===== config.mk =====
export PLATFORM = sky130hd
export DESIGN_NAME = pcc_top
export DESIGN_NICKNAME = d
export VERILOG_FILES = /design/src/hdl/pcc_pkg.sv /design/src/hdl/pcc_strap.sv /design/src/hdl/pcc_synth.sv /design/src/hdl/pcc_top.sv
export SDC_FILE = /design/constraint.sdc
export NUM_CORES = 1
export LEC_CHECK = 0
export BUFFER_PORTS_ARGS = -buffer_cell sky130_fd_sc_hd__buf_2
export CELL_PAD_IN_SITES_DETAIL_PLACEMENT = 0
export CELL_PAD_IN_SITES_GLOBAL_PLACEMENT = 1
export CORE_MARGIN = 2
export CORE_UTILIZATION = 25
export CTS_CLUSTER_DIAMETER = 100
export DETAILED_ROUTE_END_ITERATION = 7
export GPL_ROUTABILITY_DRIVEN = 0
export HOLD_SLACK_MARGIN = 0.03
export PLACE_DENSITY_LB_ADDON = 0.1
export SKIP_LAST_GASP = 1
export SLEW_MARGIN = 20
export SYNTH_ARGS = -nofsm -noshare
export SYNTH_HDL_FRONTEND = slang
export SYNTH_SLANG_ARGS = --single-unit

===== constraint.sdc =====
create_clock -name CLK_I -period 4.7 [get_ports CLK_I]
set_clock_uncertainty 0.1 [all_clocks]
set_input_delay 0.94 -clock CLK_I [delete_from_list [all_inputs] [get_ports CLK_I]]
set_output_delay 0.94 -clock CLK_I [all_outputs]
set_load 0.03 [all_outputs]

===== src/hdl/pcc_pkg.sv =====
// Notes on behaviour
// - Oscillator mode passes crystal clock through unmultiplied.
// - Reference clock is input clock divided by five.
// - PLL mode bus clock is crystal/4 times multiplier+1.
// - Settings load from nine straps at bootup.
// - Straps A7..A4 and A2 stored inverted.
// - Undriven straps read one; pulldowns select zero.
// - Settings not writable; speed register changes multiplier.
// - Charge-pump field bits 8:7, default 10.
// - Output divider field bits 6:5, default 00.
// - Multiplier field bits 4:0, default 01011.
// - Unstrapped with 18.432 MHz crystal gives 55.3 MHz.
// - Decode three mode inputs; other codes invalid.
package pcc_pkg;

  // ---------------------------------------------------------------
  // Register map
  // ---------------------------------------------------------------
  localparam logic [31:0] PCC_SPEED_ADDR = 32'hffb00008;
  localparam logic [31:0] PCC_SETTINGS_ADDR = 32'hffb00040;
  localparam logic [31:0] PCC_MODE_ADDR = 32'hffb00044;

  // ---------------------------------------------------------------
  // Settings fields and strap handling
  // ---------------------------------------------------------------
  localparam int PCC_STRAP_W = 9;
  localparam int PCC_CP_LSB = 7;
  localparam int PCC_DIV_LSB = 5;
  localparam int PCC_MUL_LSB = 0;
  localparam logic [8:0] PCC_STRAP_INV = 9'h0f4;
  localparam logic [8:0] PCC_SETTINGS_RST = 9'h10b;

  // ---------------------------------------------------------------
  // Speed control field
  // ---------------------------------------------------------------
  localparam int PCC_SPEED_LSB = 24;
  localparam logic [3:0] PCC_SPEED_RST = 4'h9;
  localparam logic [4:0] PCC_SPEED_MUL_OFS = 5'h04;

  // Multiplier+1 bounds of the charge-pump bands
  localparam logic [5:0] PCC_CP_BAND1 = 6'h04;
  localparam logic [5:0] PCC_CP_BAND2 = 6'h08;
  localparam logic [5:0] PCC_CP_BAND3 = 6'h10;

  // ---------------------------------------------------------------
  // Reference divider and mode codes
  // ---------------------------------------------------------------
  localparam logic [2:0] PCC_REF_EDGES = 3'h5;
  localparam logic [2:0] PCC_MODE_EXT_SCAN = 3'h3;
  localparam logic [2:0] PCC_MODE_PLL_SCAN = 3'h4;
  localparam logic [2:0] PCC_MODE_PLL_DBG = 3'h6;
  localparam logic [2:0] PCC_MODE_EXT_DBG = 3'h7;
  localparam int PCC_MODE_PLL_BIT = 0;
  localparam int PCC_MODE_DBG_BIT = 1;
  localparam int PCC_MODE_VALID_BIT = 2;
  localparam int PCC_MODE_CODE_LSB = 4;

endpackage : pcc_pkg


===== src/hdl/pcc_strap.sv =====
`timescale 1ns/1ps
`default_nettype none
module pcc_strap
  import pcc_pkg::*;
(
  input wire logic clk_i,
  input wire logic in_reset_i,
  input wire logic [PCC_STRAP_W-1:0] pulldown_i,
  output logic [PCC_STRAP_W-1:0] latched_o
);

  typedef struct packed {
    logic [PCC_STRAP_W-1:0] meta;
    logic [PCC_STRAP_W-1:0] sync;
    logic [PCC_STRAP_W-1:0] cap;
  } pcc_strap_t;

  pcc_strap_t r;
  pcc_strap_t next_r;

  // Pull-ups, synchroniser and capture while reset holds
  always_comb begin
    next_r = r;
    next_r.meta = ~pulldown_i;
    next_r.sync = r.meta;
    if (in_reset_i) begin
      next_r.cap = r.sync ^ PCC_STRAP_INV;
    end
  end

  // No reset: these flops must sample while reset is held
  always_ff @(posedge clk_i) begin
    r <= next_r;
  end

  assign latched_o = r.cap;

endmodule : pcc_strap
`default_nettype wire


===== src/hdl/pcc_synth.sv =====
`timescale 1ns/1ps
`default_nettype none
module pcc_synth #(
  parameter int PERIOD_W = 8
) (
  input wire logic clk_i,
  input wire logic rstn_i,
  input wire logic enable_i,
  input wire logic [PERIOD_W-1:0] period_i,
  input wire logic [5:0] mult_i,
  output logic synth_clk_o
);

  localparam int AW = PERIOD_W + 2;

  typedef struct packed {
    logic [AW-1:0] acc;
    logic clk_q;
  } pcc_synth_t;

  pcc_synth_t r;
  pcc_synth_t next_r;
  logic [AW-1:0] sum;
  logic [AW-1:0] lim;

  // Phase accumulator: m/2 toggles per crystal period
  always_comb begin
    next_r = r;
    sum = r.acc + AW'(mult_i);
    lim = {1'b0, period_i, 1'b0};
    if (!enable_i) begin
      next_r.acc = '0;
      next_r.clk_q = 1'b0;
    end else if (sum >= lim) begin
      next_r.acc = sum - lim;
      next_r.clk_q = ~r.clk_q;
    end else begin
      next_r.acc = sum;
    end
  end

  // State register
  always_ff @(posedge clk_i or negedge rstn_i) begin
    if (!rstn_i) begin
      r <= '0;
    end else begin
      r <= next_r;
    end
  end

  assign synth_clk_o = r.clk_q;

endmodule : pcc_synth
`default_nettype wire


===== src/hdl/pcc_top.sv =====
// Chosen here: the APB register port.
`timescale 1ns/1ps
`default_nettype none
module pcc_top
  import pcc_pkg::*;
#(
  parameter int PERIOD_W = 8
) (
  input wire logic CLK_I,
  input wire logic RSTN_I,

  input wire logic PSEL_I,
  input wire logic PENABLE_I,
  input wire logic PWRITE_I,
  input wire logic [31:0] PADDR_I,
  input wire logic [31:0] PWDATA_I,
  input wire logic [3:0] PSTRB_I,
  output logic [31:0] PRDATA_O,
  output logic PREADY_O,
  output logic PSLVERR_O,

  input wire logic [PCC_STRAP_W-1:0] STRAP_PULLDOWN_I,
  input wire logic PLL_TEST_SELECT_I,
  input wire logic SELFTEST_SELECT_I,
  input wire logic SCAN_SELECT_I,
  input wire logic CRYSTAL_IN_I,

  output logic BUS_CLK_O,
  output logic SLOW_REF_CLOCK_O,
  output logic PLL_MODE_O,
  output logic DEBUG_MODE_O,
  output logic MODE_VALID_O,
  output logic [1:0] CHARGE_PUMP_SEL_O,
  output logic [1:0] OUTPUT_DIVIDER_SEL_O,
  output logic [4:0] FEEDBACK_MULTIPLIER_O
);

  // ---------------------------------------------------------------
  // State
  // ---------------------------------------------------------------

  typedef struct packed {
    logic rst_meta;
    logic rst_sync;
    logic rst_sync_d;
    logic [2:0] mode_meta;
    logic [2:0] mode_sync;
    logic xtal_meta;
    logic xtal_sync;
    logic xtal_d;
    logic [PERIOD_W-1:0] cnt;
    logic [PERIOD_W-1:0] period;
    logic [2:0] ref_cnt;
    logic ref_clk;
    logic bus_clk;
    logic [PCC_STRAP_W-1:0] settings;
    logic [3:0] speed;
    logic [31:0] prdata;
  } pcc_state_t;

  pcc_state_t r;
  pcc_state_t next_r;

  // ---------------------------------------------------------------
  // Helper functions
  // ---------------------------------------------------------------

  // Charge-pump band for a multiplier+1 value
  function automatic logic [1:0] cp_band(input logic [5:0] m);
    logic [1:0] c;
    if (m < PCC_CP_BAND1) begin
      c = 2'h0;
    end else if (m < PCC_CP_BAND2) begin
      c = 2'h1;
    end else if (m < PCC_CP_BAND3) begin
      c = 2'h2;
    end else begin
      c = 2'h3;
    end
    return c;
  endfunction : cp_band

  // Mode code to {valid, debug, pll}
  function automatic logic [2:0] mode_dec(input logic [2:0] code);
    logic [2:0] d;
    case (code)
      PCC_MODE_EXT_SCAN: d = 3'h4;
      PCC_MODE_PLL_SCAN: d = 3'h5;
      PCC_MODE_PLL_DBG: d = 3'h7;
      PCC_MODE_EXT_DBG: d = 3'h6;
      default: d = 3'h0;
    endcase
    return d;
  endfunction : mode_dec

  // ---------------------------------------------------------------
  // Combinational nets
  // ---------------------------------------------------------------

  logic in_reset;
  logic release_pulse;
  logic [2:0] mode;
  logic pll_mode;
  logic xtal_rise;
  logic xtal_edge;
  logic [5:0] mult;
  logic [3:0] new_speed;
  logic [4:0] new_mul;
  logic synth_clk;
  logic [PCC_STRAP_W-1:0] strap_val;
  logic hit_set;
  logic hit_spd;
  logic hit_mode;
  logic hit_any;
  logic access;
  logic wr_speed;
  logic [31:0] rd_mux;

  // Reset status seen by the clocked logic
  assign in_reset = ~r.rst_sync;
  assign release_pulse = r.rst_sync & ~r.rst_sync_d;

  // Mode decode of synchronised select inputs
  assign mode = mode_dec(r.mode_sync);
  assign pll_mode = mode[0] & mode[2];

  // Crystal edges after synchronisation
  assign xtal_rise = r.xtal_sync & ~r.xtal_d;
  assign xtal_edge = r.xtal_sync ^ r.xtal_d;

  // Multiplier plus one feeds the synthesiser
  assign mult = {1'b0, r.settings[PCC_MUL_LSB +: 5]} + 6'h01;

  // Speed write maps a code to a new multiplier
  assign new_speed = PWDATA_I[PCC_SPEED_LSB +: 4];
  assign new_mul = {1'b0, new_speed} + PCC_SPEED_MUL_OFS;

  // ---------------------------------------------------------------
  // APB decode
  // ---------------------------------------------------------------

  assign hit_set = (PADDR_I == PCC_SETTINGS_ADDR);
  assign hit_spd = (PADDR_I == PCC_SPEED_ADDR);
  assign hit_mode = (PADDR_I == PCC_MODE_ADDR);
  assign hit_any = hit_set | hit_spd | hit_mode;
  assign access = PSEL_I & PENABLE_I;

  // Only the speed register accepts writes
  assign wr_speed = access & PWRITE_I & hit_spd & PSTRB_I[3];

  // Read data selection
  always_comb begin
    rd_mux = 32'h0;
    if (hit_set) begin
      rd_mux[PCC_STRAP_W-1:0] = r.settings;
    end else if (hit_spd) begin
      rd_mux[PCC_SPEED_LSB +: 4] = r.speed;
    end else if (hit_mode) begin
      rd_mux[PCC_MODE_PLL_BIT] = mode[0];
      rd_mux[PCC_MODE_DBG_BIT] = mode[1];
      rd_mux[PCC_MODE_VALID_BIT] = mode[2];
      rd_mux[PCC_MODE_CODE_LSB +: 3] = r.mode_sync;
    end
  end

  // Zero wait states; error on unmapped or read-only write
  assign PREADY_O = 1'b1;
  assign PSLVERR_O = access & (~hit_any | (PWRITE_I & ~hit_spd));

  // ---------------------------------------------------------------
  // Submodules
  // ---------------------------------------------------------------

  // Strap capture during reset
  pcc_strap u_strap (
    .clk_i(CLK_I),
    .in_reset_i(in_reset),
    .pulldown_i(STRAP_PULLDOWN_I),
    .latched_o(strap_val)
  );

  // Bus clock synthesiser for PLL mode
  pcc_synth #(
    .PERIOD_W(PERIOD_W)
  ) u_synth (
    .clk_i(CLK_I),
    .rstn_i(RSTN_I),
    .enable_i(pll_mode & (r.period != '0)),
    .period_i(r.period),
    .mult_i(mult),
    .synth_clk_o(synth_clk)
  );

  // ---------------------------------------------------------------
  // Next state
  // ---------------------------------------------------------------

  always_comb begin
    next_r = r;

    // Reset release synchroniser
    next_r.rst_meta = 1'b1;
    next_r.rst_sync = r.rst_meta;
    next_r.rst_sync_d = r.rst_sync;

    // Mode pin synchroniser
    next_r.mode_meta = {PLL_TEST_SELECT_I, SELFTEST_SELECT_I, SCAN_SELECT_I};
    next_r.mode_sync = r.mode_meta;

    // Crystal synchroniser and edge history
    next_r.xtal_meta = CRYSTAL_IN_I;
    next_r.xtal_sync = r.xtal_meta;
    next_r.xtal_d = r.xtal_sync;

    // Crystal period measured in system cycles
    if (xtal_rise) begin
      next_r.cnt = '0;
      next_r.period = r.cnt + PERIOD_W'(1);
    end else if (r.cnt != '1) begin
      next_r.cnt = r.cnt + PERIOD_W'(1);
    end

    // Reference clock toggles every five crystal edges
    if (xtal_edge) begin
      if (r.ref_cnt == PCC_REF_EDGES - 3'h1) begin
        next_r.ref_cnt = 3'h0;
        next_r.ref_clk = ~r.ref_clk;
      end else begin
        next_r.ref_cnt = r.ref_cnt + 3'h1;
      end
    end

    // Bus clock source select
    if (pll_mode) begin
      next_r.bus_clk = synth_clk;
    end else begin
      next_r.bus_clk = r.xtal_sync;
    end

    // Settings load at release, multiplier update later
    if (release_pulse) begin
      next_r.settings = strap_val;
    end else if (wr_speed) begin
      next_r.speed = new_speed;
      next_r.settings[PCC_MUL_LSB +: 5] = new_mul;
      next_r.settings[PCC_CP_LSB +: 2] = cp_band({1'b0, new_mul} + 6'h01);
    end

    // Read data captured in the setup cycle
    if (PSEL_I & ~PENABLE_I & ~PWRITE_I) begin
      next_r.prdata = rd_mux;
    end
  end

  // ---------------------------------------------------------------
  // State register
  // ---------------------------------------------------------------

  always_ff @(posedge CLK_I or negedge RSTN_I) begin
    if (!RSTN_I) begin
      r <= '0;
      r.settings <= PCC_SETTINGS_RST;
      r.speed <= PCC_SPEED_RST;
    end else begin
      r <= next_r;
    end
  end

  // ---------------------------------------------------------------
  // Outputs
  // ---------------------------------------------------------------

  assign PRDATA_O = r.prdata;
  assign BUS_CLK_O = r.bus_clk;
  assign SLOW_REF_CLOCK_O = r.ref_clk;
  assign PLL_MODE_O = pll_mode;
  assign DEBUG_MODE_O = mode[1];
  assign MODE_VALID_O = mode[2];

  // Settings fields
  assign CHARGE_PUMP_SEL_O = r.settings[PCC_CP_LSB +: 2];
  assign OUTPUT_DIVIDER_SEL_O = r.settings[PCC_DIV_LSB +: 2];
  assign FEEDBACK_MULTIPLIER_O = r.settings[PCC_MUL_LSB +: 5];

endmodule : pcc_top
`default_nettype wire

Word-level counts from Yosys, hierarchy flattened
Index checks and enable logic that the tools add are counted.
{ "word_totals": {"register_bits": 97, "out_inout_bits": 48} }
{ "op_classes": {"addsub": 7, "magnitude_cmp": 4, "n_eq_ne": 10, "n_mux": 25, "bitwise": 27, "reduce_logical": 5} }
{ "ops": {"columns": ["operator", "n"], "rows": [
  ["equality test 32 bit (second input constant)", 3],
  ["two-way mux 3 bit", 7],
  ["two-way mux 8 bit", 2],
  ["adder 5 x 1 -> 6 bit (second input constant)", 2],
  ["AND 1 bit", 12],
  ["equality test 3 bit (second input constant)", 4],
  ["case mux 3 bit (4 select lines)", 1],
  ["two-way mux 11 bit", 1],
  ["adder 10 x 6 -> 10 bit", 1],
  [">= comparator 10 x 9 -> 1 bit", 1],
  ["two-way mux 10 bit", 1],
  ["two-way mux 2 bit", 5],
  ["subtractor 10 x 9 -> 10 bit", 1],
  ["two-way mux 9 bit", 1],
  ["inverter 1 bit", 9],
  ["inverter 9 bit", 1],
  ["adder 8 x 1 -> 8 bit (second input constant)", 1],
  ["two-way mux 4 bit", 2],
  ["!= test 8 bit (second input constant)", 1],
  ["nonzero test 8 bit", 1],
  ["less-than comparator 6 x 3 -> 1 bit (second input constant)", 1],
  ["less-than comparator 6 x 4 -> 1 bit (second input constant)", 1],
  ["less-than comparator 6 x 5 -> 1 bit (second input constant)", 1],
  ["adder 4 x 3 -> 5 bit (second input constant)", 1],
  ["other kinds (10)", 17]
]} }

Depth between registers and ports, before layout
Gate-level depths: netlist of run 1.
{ "depth": {"ltp_word": 8, "ltp_mapped": 16, "ltp_nobuf": 15} }

Hierarchy
Synthesis of run 1 repeated with hierarchy kept, for this count alone.
{ "hier_totals": {"cells_unflattened": 491, "area_unflattened_um2": 4986.0} }
{ "modules_own_cells": {"columns": ["mod", "instances", "cells_per_inst", "area_per_inst_um2", "seq_area_each_um2"], "rows": [
  ["pcc_top", 1, 303, 3056.7, 1483.9],
  ["pcc_synth", 1, 138, 1178.6, 275.3],
  ["pcc_strap", 1, 50, 750.7, 630.6]
]} }

Worst setup path after synthesis of run 1
OpenSTA, ideal clock, no wires.
{ "synth_timing": {"path_kind": "register to register", "start": "reg r, in the netlist FEEDBACK_MULTIPLIER_O[2]", "end": "reg u_synth.r[2] in the netlist's numbering", "setup_time_ns": 0.094, "arrival_time_ns": 3.211, "t_required_ns": 4.506, "slack_ns": 1.295, "path_stages_with_launch": 13, "n_path_buf": 0, "synth_period_minus_slack_ns": 3.405, "cell_sequence": "dfrtp_1 > ha_1 > o21ai_0 > a21oi_1 > or4b_2 > nand3_1 > ha_1 > and4_1 > and2_0 > a22oi_1 > nor2b_1 > nand2_1 > a211oi_1"} }
{ "synth_lines": {"columns": ["element", "line_no", "rtl"], "rows": [
  ["start, declared", "pcc_top.sv:61", "pcc_state_t r;"],
  ["start signal, assigned", "pcc_top.sv:265", "r <= next_r;"],
  ["end signal, assigned", "pcc_synth.sv:47", "r <= next_r;"],
  ["end, declared", "pcc_synth.sv:21", "pcc_synth_t r;"]
]} }

==> impl_metrics.tcl, run 1 <==
set metrics [dict create \
    status "complete, no violations" \
    cts_setup_buffers 0 \
    cellLeakagePower_nw 2.60 \
    fp.dieW_um 143 \
    r2r_start "FEEDBACK_MULTIPLIER_O[2]$_DFFE_PN0P_" \
    r2r-end "u_synth.r[3]$_DFF_PN0_" \
    syn_avg_cell_area_sq_um 9.99 \
    setup_viol 0 \
    power.total_w 0.00278 \
    fin_area_sq_um 5540 \
    regArea_sq_um 2390 \
    yosys.area_share.simple_pct 15.2 \
    worstPathMaxFanout 7 \
    wire_per_inst_um 13.7 \
    place_hpwl_um 8170 \
    io_pins 134 \
    critPathLaunch "FEEDBACK_MULTIPLIER_O[2]$_DFFE_PN0P_" \
    synth_top_family_by_area "simple AND/OR/NAND/NOR gates" \
    grt-ovfl-total 0 \
    clockBufferDepth 2 \
    dieArea_sq_um 20300 \
    mostFrequentLayoutCells "buf_2, dfrtp_1, nand2_1" \
    slew_violations 0 \
    rows 50 \
    tns_ps 0 \
    synth_compound_area_share_pct 12.6 \
    start_util_pct 25.6 \
    synth-edff-count 9 \
    clock_sinks 97 \
    crit_arrival_ps 3960 \
    synthAdderAreaFrac_pct 6.04 \
    cp-end-kind "flop" \
    synth_seq_area_share_pct 49.8 \
    hold_path.class "reg2reg" \
    multiInputGateArea_sq_um 1980 \
    clock-root-buffer "clkbuf_16" \
    grt.total_usage_pct 11.1 \
    dp_slack_ps 946 \
    mostFrequentLayoutCell "buf_2" \
    place_area_sq_um 5230 \
    diodes 0 \
    cts_buffers 9 \
    rsz0062_at_grt "no" \
    cts_tree "built" \
    hold_viol 0 \
    die_h_um 143 \
    drive_gt1_share_pct 21.6 \
    async_reset_ff_share_pct 72.2 \
    drc 0 \
    ys_ff_latch 97 \
    hold_depth 0 \
    vdd_drop_max_mv 0.177 \
    max_slew_margin_pct 37.2 \
    fmax_mhz 262 \
    reg2reg_slack_ps 890 \
    ys_warn_count 0 \
    min_period_over_period_pct 81.1 \
    antenna_found_initial 0 \
    fin_crit_ps 3810 \
    crit_required_ps 4850 \
    nets 649 \
    grt_pass1_wl_um 17500 \
    insertion_delay_ps 350 \
    coreArea_sq_um 18800 \
    p_per_area_nw_per_um2 502 \
    muxShareOfSynthArea_pct 3.20 \
    whs_ps 230 \
    synth_cell_types 58 \
    via_per_inst 4.30 \
    ff2ff_path_depth 13 \
    ys.flop_type "dfrtp_1" \
    maxCapViolCount 0 \
    grt_pass1_vias 3339 \
    worstSetupStartpointType "flop" \
    wl_um 10700 \
    min-delay-start "u_strap.next_r[13]$_DFF_P_" \
    path_class "reg2reg" \
    layout_setup_ws_ps 888 \
    netlist_area_sq_um 4800 \
    drt_iter0_drc 151 \
    clk_pin_slew_ps 70 \
    nFillCells 1997 \
    htreeDepth 3 \
    grt_max_degree 42 \
    dr.pass1.iters 4 \
    vias 3355 \
    cts_hold_repair.buffers 0 \
    ant_nets 0 \
    portBuffers 82 \
    worst-slew-pin-transition_ps 940 \
    area_delta_synth_final_pct 15.2 \
    cts_resized 0 \
    hold_path_end "u_strap.r[13]$_DFF_P_" \
    synth_cells 481 \
    synth_xor_area_share_pct 2.55 \
]
## synthesized netlist by cell type (all sizes together), types with 6 or more instances
library cell  instances  area, sq um
nand4                 6         37.5
xnor2                 7         61.3
a211oi                8         60.1
dfxtp                18          360
buf                  44          324
clkbuf               10         37.5
o21ai                37          185
ha                   20          250
dfstp                 6          158
edfxtp                9          270
mux2i                 6         60.1
dfrtp                64         1600
nand2                44          173
inv                  38          143
a22oi                 6         45.0
nor3                 10         50.1
mux2                  7         93.8
nor4                  6         52.6
nor2                 31          116
nand3                15         75.1
a21oi                23          115
xor2                  7         61.3
## routing by layer
metal	up-vias	track usage (%)	part of all wire (%)
li1	1722	-	-
met1	1516	15.2	51
met2	108	17.1	42
met3	9	2.45	5.5
met4	0	4.06	1.5
met5	-	0	0
## report_power, final
group / switching [W] / leakage [nW] / internal, W / total, W
Combinational: 0.000604 / 1.32 / 0.000382 / 0.000986
Clock: 0.000331 / 0.151 / 0.000422 / 0.000753
Sequential: 0.0000836 / 1.12 / 0.000954 / 0.00104
## area by class of cell
class,count,share of cell area [%]
clock buffers,10,4.14
clock inverters,6,1.36
inverters,38,2.58
multi-input cells,311,35.8
flip-flops and latches,97,43.2
well taps,234,5.29
repair buffers,84,7.69
## how the worst max path moves through the flow
| stage | slack, ps | endpoint |
|---|---|---|
| after global routing | 490 | u_synth.r[3]$_DFF_PN0_ |
| after floorplan | 1300 | u_synth.r[2]$_DFF_PN0_ |
| after detailed placement | 950 | u_synth.r[2]$_DFF_PN0_ |
| after CTS | 910 | u_synth.r[3]$_DFF_PN0_ |
| final | 890 | u_synth.r[3]$_DFF_PN0_ |
| after global placement | 940 | u_synth.r[3]$_DFF_PN0_ |
## critical path, cell delays in order (launching register included)
cell and delay [ps]:
dfrtp_1 460, ha_1 390, o21ai_0 180, a21oi_1 130, or4b_2 630, nand3_1 170, ha_1 300, and4_1 240
and2_0 160, a22oi_1 280, nor2b_1 170, buf_4 150, nand2_1 90, a211oi_1 260
## sequential cells by signal (all words and copies together), names as in the netlist
register,cells
BUS_CLK_O,1
CHARGE_PUMP_SEL_O,2
FEEDBACK_MULTIPLIER_O,5
OUTPUT_DIVIDER_SEL_O,2
PRDATA_O,13
SLOW_REF_CLOCK_O,1
next_r,7
r,28
u_strap.latched_o,9
u_strap.next_r,9
u_strap.r,9
u_synth.r,10
u_synth.synth_clk_o,1
## stage by stage
stage | instances | utilization [%]
2_1_floorplan | 500 | -
3_3_place_gp | 764 | 27.9
3_5_place_dp | 764 | 27.9
4_1_cts | 780 | 29.5
5_1_grt | 780 | 29.5
6_report | 780 | 29.5
## logic make-up after synthesis
group                      Yosys count
DFF                                 97
and+or+nand+nor                    142
muxes                               13
buffers and inverters               92
AOI/OAI and AO/OA                   99
other                                2
adders and majority gates           22
xor gates and xnor gates            14
Note: power is estimated with default switching activity, not from simulation.
==> run 2, diff against run 1 <==
- ABC_AREA: not set -> 1
- clock period: 4.7 -> 4 ns (I/O delays scaled with it)
==> run 2 against run 1 <==
  * Synthesized cell count rose by 32%
  * Die area rose by 7.9%
  * Largest cell class unchanged
  * Highest routed layer unchanged
  * Flip-flop and latch count stayed put
  * Clock power up 11%
  * Critical endpoint is now u_synth.r[5]$_DFF_PN0_
==> impl_metrics.tcl, run 2 <==
set metrics [dict create \
    status "complete, no violations" \
    via_per_inst 4.03 \
    coreArea_sq_um 20300 \
    cts_tree "built" \
    portBuffers 82 \
    r2r-end "u_synth.r[5]$_DFF_PN0_" \
    grt-ovfl-total 0 \
    p_per_area_nw_per_um2 681 \
    dieArea_sq_um 21900 \
    vias 3931 \
    max_slew_margin_pct 39.4 \
    place_hpwl_um 9300 \
    slowest_delay_ps 560 \
    clk_pin_slew_ps 70 \
    rows 52 \
    syn_avg_cell_area_sq_um 8.18 \
    synth_xor_area_share_pct 2.36 \
    grt_max_degree 71 \
    ant_nets 0 \
    yosys.area_share.simple_pct 27.8 \
    synth.most_common_cell "nand2_1" \
    hold_path.class "reg2reg" \
    ys.flop_type "dfrtp_1" \
    min_period_over_period_pct 83.4 \
    reg2reg_slack_ps 660 \
    cts_buffers 9 \
    setup_viol 0 \
    synth_cells 635 \
    ys_ff_latch 97 \
    htreeDepth 3 \
    synthAdderAreaFrac_pct 5.59 \
    fmax_mhz 300 \
    synthTopCellsByArea "dfrtp_1, nand2_1, dfxtp_1" \
    crit_arrival_ps 3470 \
    async_reset_ff_share_pct 72.2 \
    ff2ff_path_depth 20 \
    mostFrequentLayoutCell "nand2_1" \
    path_cells "inv_1 > ha_1 > inv_1 > fa_1 > nand3_1 > nand3_1 > xor2_1 > inv_1 > ha_1 > nand2_1 > nor2_2 > nand2_1 > nand3_2 > nand2_2 > nand2_1 > nand2_2 > inv_2 > nor2_8 > nor2_1 > nor2_1" \
    cts_setup_buffers 0 \
    grt.total_usage_pct 11.4 \
    path_class "reg2reg" \
    drive_gt1_share_pct 19.0 \
    crit_family "simple AND/OR/NAND/NOR gates" \
    hold_depth 0 \
    largest_reg_flops 28 \
    synth-edff-count 9 \
    top_register "r" \
    crit_buf_inv 4 \
    r2r_start "FEEDBACK_MULTIPLIER_O[0]$_DFFE_PN1P_" \
    cellLeakagePower_nw 3.14 \
    yosys-top-cells-count "nand2_1, inv_1, dfrtp_1" \
    grt_pass1_vias 3869 \
    insertion_delay_ps 350 \
    cts_resized 0 \
    fp.dieW_um 148 \
    die_h_um 148 \
    vdd_drop_max_mv 0.244 \
    start_util_pct 25.6 \
    clock-root-buffer "clkbuf_16" \
    area_delta_synth_final_pct 14.9 \
    wire_per_inst_um 12.1 \
    synth_compound_area_share_pct 4.24 \
    crit_required_ps 4140 \
    dp_slack_ps 625 \
    synth_top_family_by_area "simple AND/OR/NAND/NOR gates" \
    diodes 0 \
    wl_um 11800 \
    drc 0 \
    muxShareOfSynthArea_pct 0 \
    clockBufferDepth 2 \
    antenna_found_initial 0 \
    synth_seq_area_share_pct 46.0 \
    nets 808 \
    worstSetupStartpointType "flop" \
    netlist_area_sq_um 5190 \
    cts_hold_repair.buffers 0 \
    ys_warn_count 0 \
    rsz0062_at_grt "no" \
    fin_crit_ps 3340 \
    drt_iter0_drc 184 \
    mostFrequentLayoutCells "nand2_1, inv_1, buf_2" \
    worstPathMaxFanout 10 \
    cp_slowest_cell "dfstp_2" \
    grt_pass1_wl_um 19600 \
    clock_sinks 97 \
    hold_path_end "u_strap.r[14]$_DFF_P_" \
    cp-end-kind "flop" \
    power.total_w 0.00407 \
    slew_violations 0 \
    maxCapViolCount 0 \
    synth_top_area_share_pct 30.8 \
    dr.pass1.iters 4 \
    tns_ps 0 \
    synth_area_leader_cell "dfrtp_1" \
    hold_viol 0 \
    min-delay-start "u_strap.next_r[14]$_DFF_P_" \
    worst-slew-pin-transition_ps 910 \
    layout_setup_ws_ps 663 \
    nFillCells 2228 \
    io_pins 134 \
    synth_cell_types 40 \
]
run 2: worst reg2reg max path: stages (launching register included):
cell     delay, ps
dfstp_2        560
inv_1           60
ha_1           190
inv_1           60
fa_1           240
nand3_1        100
nand3_1        120
xor2_1         270
inv_1          100
ha_1           380
nand2_1        100
nor2_2         150
nand2_1         80
nand3_2         90
nand2_2         70
nand2_1         70
nand2_2        140
inv_2          140
nor2_8          60
nor2_1         110
nor2_1          60
run 2: kinds of logic (layout without fill, tap and decap cells):
family,after synthesis,after routing
DFF,97,97
buffers and inverters,147,198
xor gates and xnor gates,14,14
other,2,21
AOI/OAI and AO/OA,41,41
adders and majority gates,22,22
and+or+nand+nor,312,312
run 2: worst max path at each step:
stage	startpoint	end	slack, ps	depth (start not counted)
floorplan	FEEDBACK_MULTIPLIER_O[0]$_DFFE_PN1P_	u_synth.r[5]$_DFF_PN0_	1170	20
global placement	FEEDBACK_MULTIPLIER_O[0]$_DFFE_PN1P_	u_synth.r[8]$_DFF_PN0_	640	20
detailed placement	FEEDBACK_MULTIPLIER_O[0]$_DFFE_PN1P_	u_synth.r[8]$_DFF_PN0_	620	20
CTS	FEEDBACK_MULTIPLIER_O[0]$_DFFE_PN1P_	u_synth.r[5]$_DFF_PN0_	580	20
global route	FEEDBACK_MULTIPLIER_O[0]$_DFFE_PN1P_	u_synth.r[7]$_DFF_PN0_	270	20
finish	FEEDBACK_MULTIPLIER_O[0]$_DFFE_PN1P_	u_synth.r[5]$_DFF_PN0_	660	20
run 2: layout make-up:
class                      count  area (sq um)  share of cell area (%)
sequential                    97          2390                    40.0
multi-input combinational    410          2160                    36.1
timing repair buffer          85           433                    7.25
inverter                      97           364                    6.10
tap                          270           338                    5.66
clock buffer                   9           225                    3.77
clock inverter                 7          61.3                    1.03
run 2: power by group:
part | total [W] | internal (W) | switching, W
clock network | 0.000836 | 0.000435 | 0.000401
logic | 0.00200 | 0.000710 | 0.00129
registers | 0.00123 | 0.00113 | 0.0000989
total | 0.00407 | 0.00227 | 0.00179
run 2: stage by stage:
step,area [sq um],instances,utilization (%),hold WS (ps)
2_1_floorplan,5270,654,-,210
3_3_place_gp,5680,959,28.0,210
3_5_place_dp,5680,959,28.0,212
4_1_cts,5970,975,29.4,230
5_1_grt,5970,975,29.4,236
6_report,5970,975,29.4,230
run 2: per-layer routing:
metal	vias to the layer above	share of wire, %	track usage [%]
met5	-	0	0
met4	0	1.5	4.19
met3	12	5.9	2.52
met2	106	42	17.2
met1	1738	51	16.1
li1	2075	-	-
==> run 3, diff against run 2 <==
- clock period: 4 -> 3.04 ns (I/O delays scaled with it)
==> run 3 against run 2 <==
  * Die area did not move
  * Maximum frequency rose by 15%
  * Count of clock-buffer cells in the layout did not move
  * Sequential power rose by 31%
  * Cell count rose by 3.4%
  * Core utilization rose by 2.5 points
  * Largest power group unchanged
==> impl_metrics.tcl, run 3 (synthesis gave the netlist of run 2 again) <==
set metrics [dict create \
    rows 52 \
    wire_per_inst_um 12.4 \
    cp-end-kind "flop" \
    grt_max_degree 71 \
    clockBufferDepth 2 \
    fmax_mhz 346 \
    top_layer_used "met4" \
    grt.total_usage_pct 11.9 \
    dieArea_sq_um 21900 \
    start_util_pct 25.6 \
    antenna_found_initial 0 \
    crit_required_ps 3180 \
    cellLeakagePower_nw 3.32 \
    wl_met3_um 693 \
    fp.dieW_um 148 \
    vias 4091 \
    slew_violations 0 \
    dp.cells 989 \
    coreArea_sq_um 20300 \
    power.total_w 0.00649 \
    clock-root-buffer "clkbuf_16" \
    io_pins 134 \
    portBuffers 82 \
    grt_pass1_wl_um 20600 \
    path_class "reg2reg" \
    worstSetupStartpointType "flop" \
    hold_path.class "in2async" \
    dr.pass1.iters 4 \
    worst-slew-pin-transition_ps 542 \
    grt_pass1_vias 4108 \
    fin_crit_ps 2890 \
    mostFrequentLayoutCell "nand2_1" \
    diodes 0 \
    insertion_delay_ps 350 \
    drt_iter0_drc 102 \
    top_register "r" \
    nets 841 \
    wl_um 12500 \
    grt-ovfl-total 0 \
    mostFrequentLayoutCells "nand2_1, inv_1, buf_2" \
    cts_hold_repair.buffers 0 \
    maxCapViolCount 0 \
    drc 0 \
    wl_met2_um 5610 \
    drive_gt1_share_pct 27.5 \
    clk_pin_slew_ps 80 \
    place_hpwl_um 9760 \
    cts_buffers 9 \
    clock_sinks 97 \
    p_per_area_nw_per_um2 1000 \
    fin_cells 1008 \
    dp_slack_ps -100 \
    min_period_over_period_pct 95.2 \
    setup_viol 0 \
    crit_arrival_ps 3030 \
    largest_reg_flops 28 \
    fin_util_pct 31.9 \
    via_per_inst 4.06 \
    status "complete, no violations" \
    cts_tree "built" \
    max_slew_margin_pct 63.7 \
    ant_nets 0 \
    met1_length_um 6100 \
    hold_viol 0 \
    htreeDepth 3 \
    layout_setup_ws_ps 147 \
    worstPathMaxFanout 5 \
    vdd_drop_max_mv 0.409 \
    area_delta_synth_final_pct 24.6 \
    die_h_um 148 \
]
run 3: cell types whose count changed in the layout (fill, tap and decap cells not counted), sizes merged:
cell / before / now
buf: 85 / 116
clkinv: 5 / 4
clkinvlp: 1 / 2
nand2: 165 / 166
nor2: 51 / 52
run 3: area by class of cell:
class                   instances  area (sq um)
flip-flops and latches         97          2390
repair buffers                116           682
well taps                     270           338
clock buffers                   9           225
fillers                      2200         13800
multi-input cells             412          2380
clock inverters                 7          77.6
inverters                      97           373
run 3: critical path, stage by stage, from the launching register on:
cell	delay (ps)
dfstp_2	530
inv_1	50
buf_4	120
ha_1	180
inv_1	90
nand3_1	80
nand2_2	100
xnor2_1	130
buf_4	140
inv_1	60
ha_4	290
nand2_2	70
nor2_4	130
nand2_1	70
nand3_2	80
nand2_2	80
nand2_4	110
nand2_8	80
inv_6	80
nor2_8	40
nor2_2	110
nor2_1	50
run 3: final timing paths:
path                                                      start                                    to  slack (ps)  depth (start not counted)
max                        FEEDBACK_MULTIPLIER_O[0]$_DFFE_PN1P_                u_synth.r[8]$_DFF_PN0_         150                         21
min                                                      RSTN_I                  next_r[76]$_DFF_PN0_         160                          2
max reg2reg                FEEDBACK_MULTIPLIER_O[0]$_DFFE_PN1P_                u_synth.r[8]$_DFF_PN0_         150                         21
min reg2reg                          u_strap.next_r[17]$_DFF_P_                 u_strap.r[17]$_DFF_P_         230                          0
max in group asynchronous                                RSTN_I  FEEDBACK_MULTIPLIER_O[1]$_DFFE_PN1P_        2330                          2
min in group CLK_I                   u_strap.next_r[17]$_DFF_P_                 u_strap.r[17]$_DFF_P_         230                          0
run 3: stage by stage:
step	TNS [ps]	instance area, sq um	hold WS [ps]
after detailed placement	-673	5920	213
final	0	6470	165
after global placement	-1090	5920	212
after CTS	0	6270	191
after global routing	-7.48	6470	202
after floorplan	0	5270	210
run 3: per-layer routing:
layer / vias to the layer above / GRT usage [%]
li1: 2140 / -
met1: 1846 / 15.9
met2: 96 / 19.2
met3: 9 / 2.82
met4: 0 / 3.52
met5: - / 0
run 3: power by group:
group	total (W)	switching, W	internal (W)
registers	0.00161	0.000123	0.00149
logic	0.00374	0.00213	0.00161
clock network	0.00114	0.000556	0.000587
total	0.00649	0.00280	0.00368
run 3: timing repair:
item | CTS | global route
setup endpoints to repair | 10 | 10
setup buffers | 0 | 1
pin swaps | 2 | 17
cloned | 2 | 0
resized for setup | 8 | 40
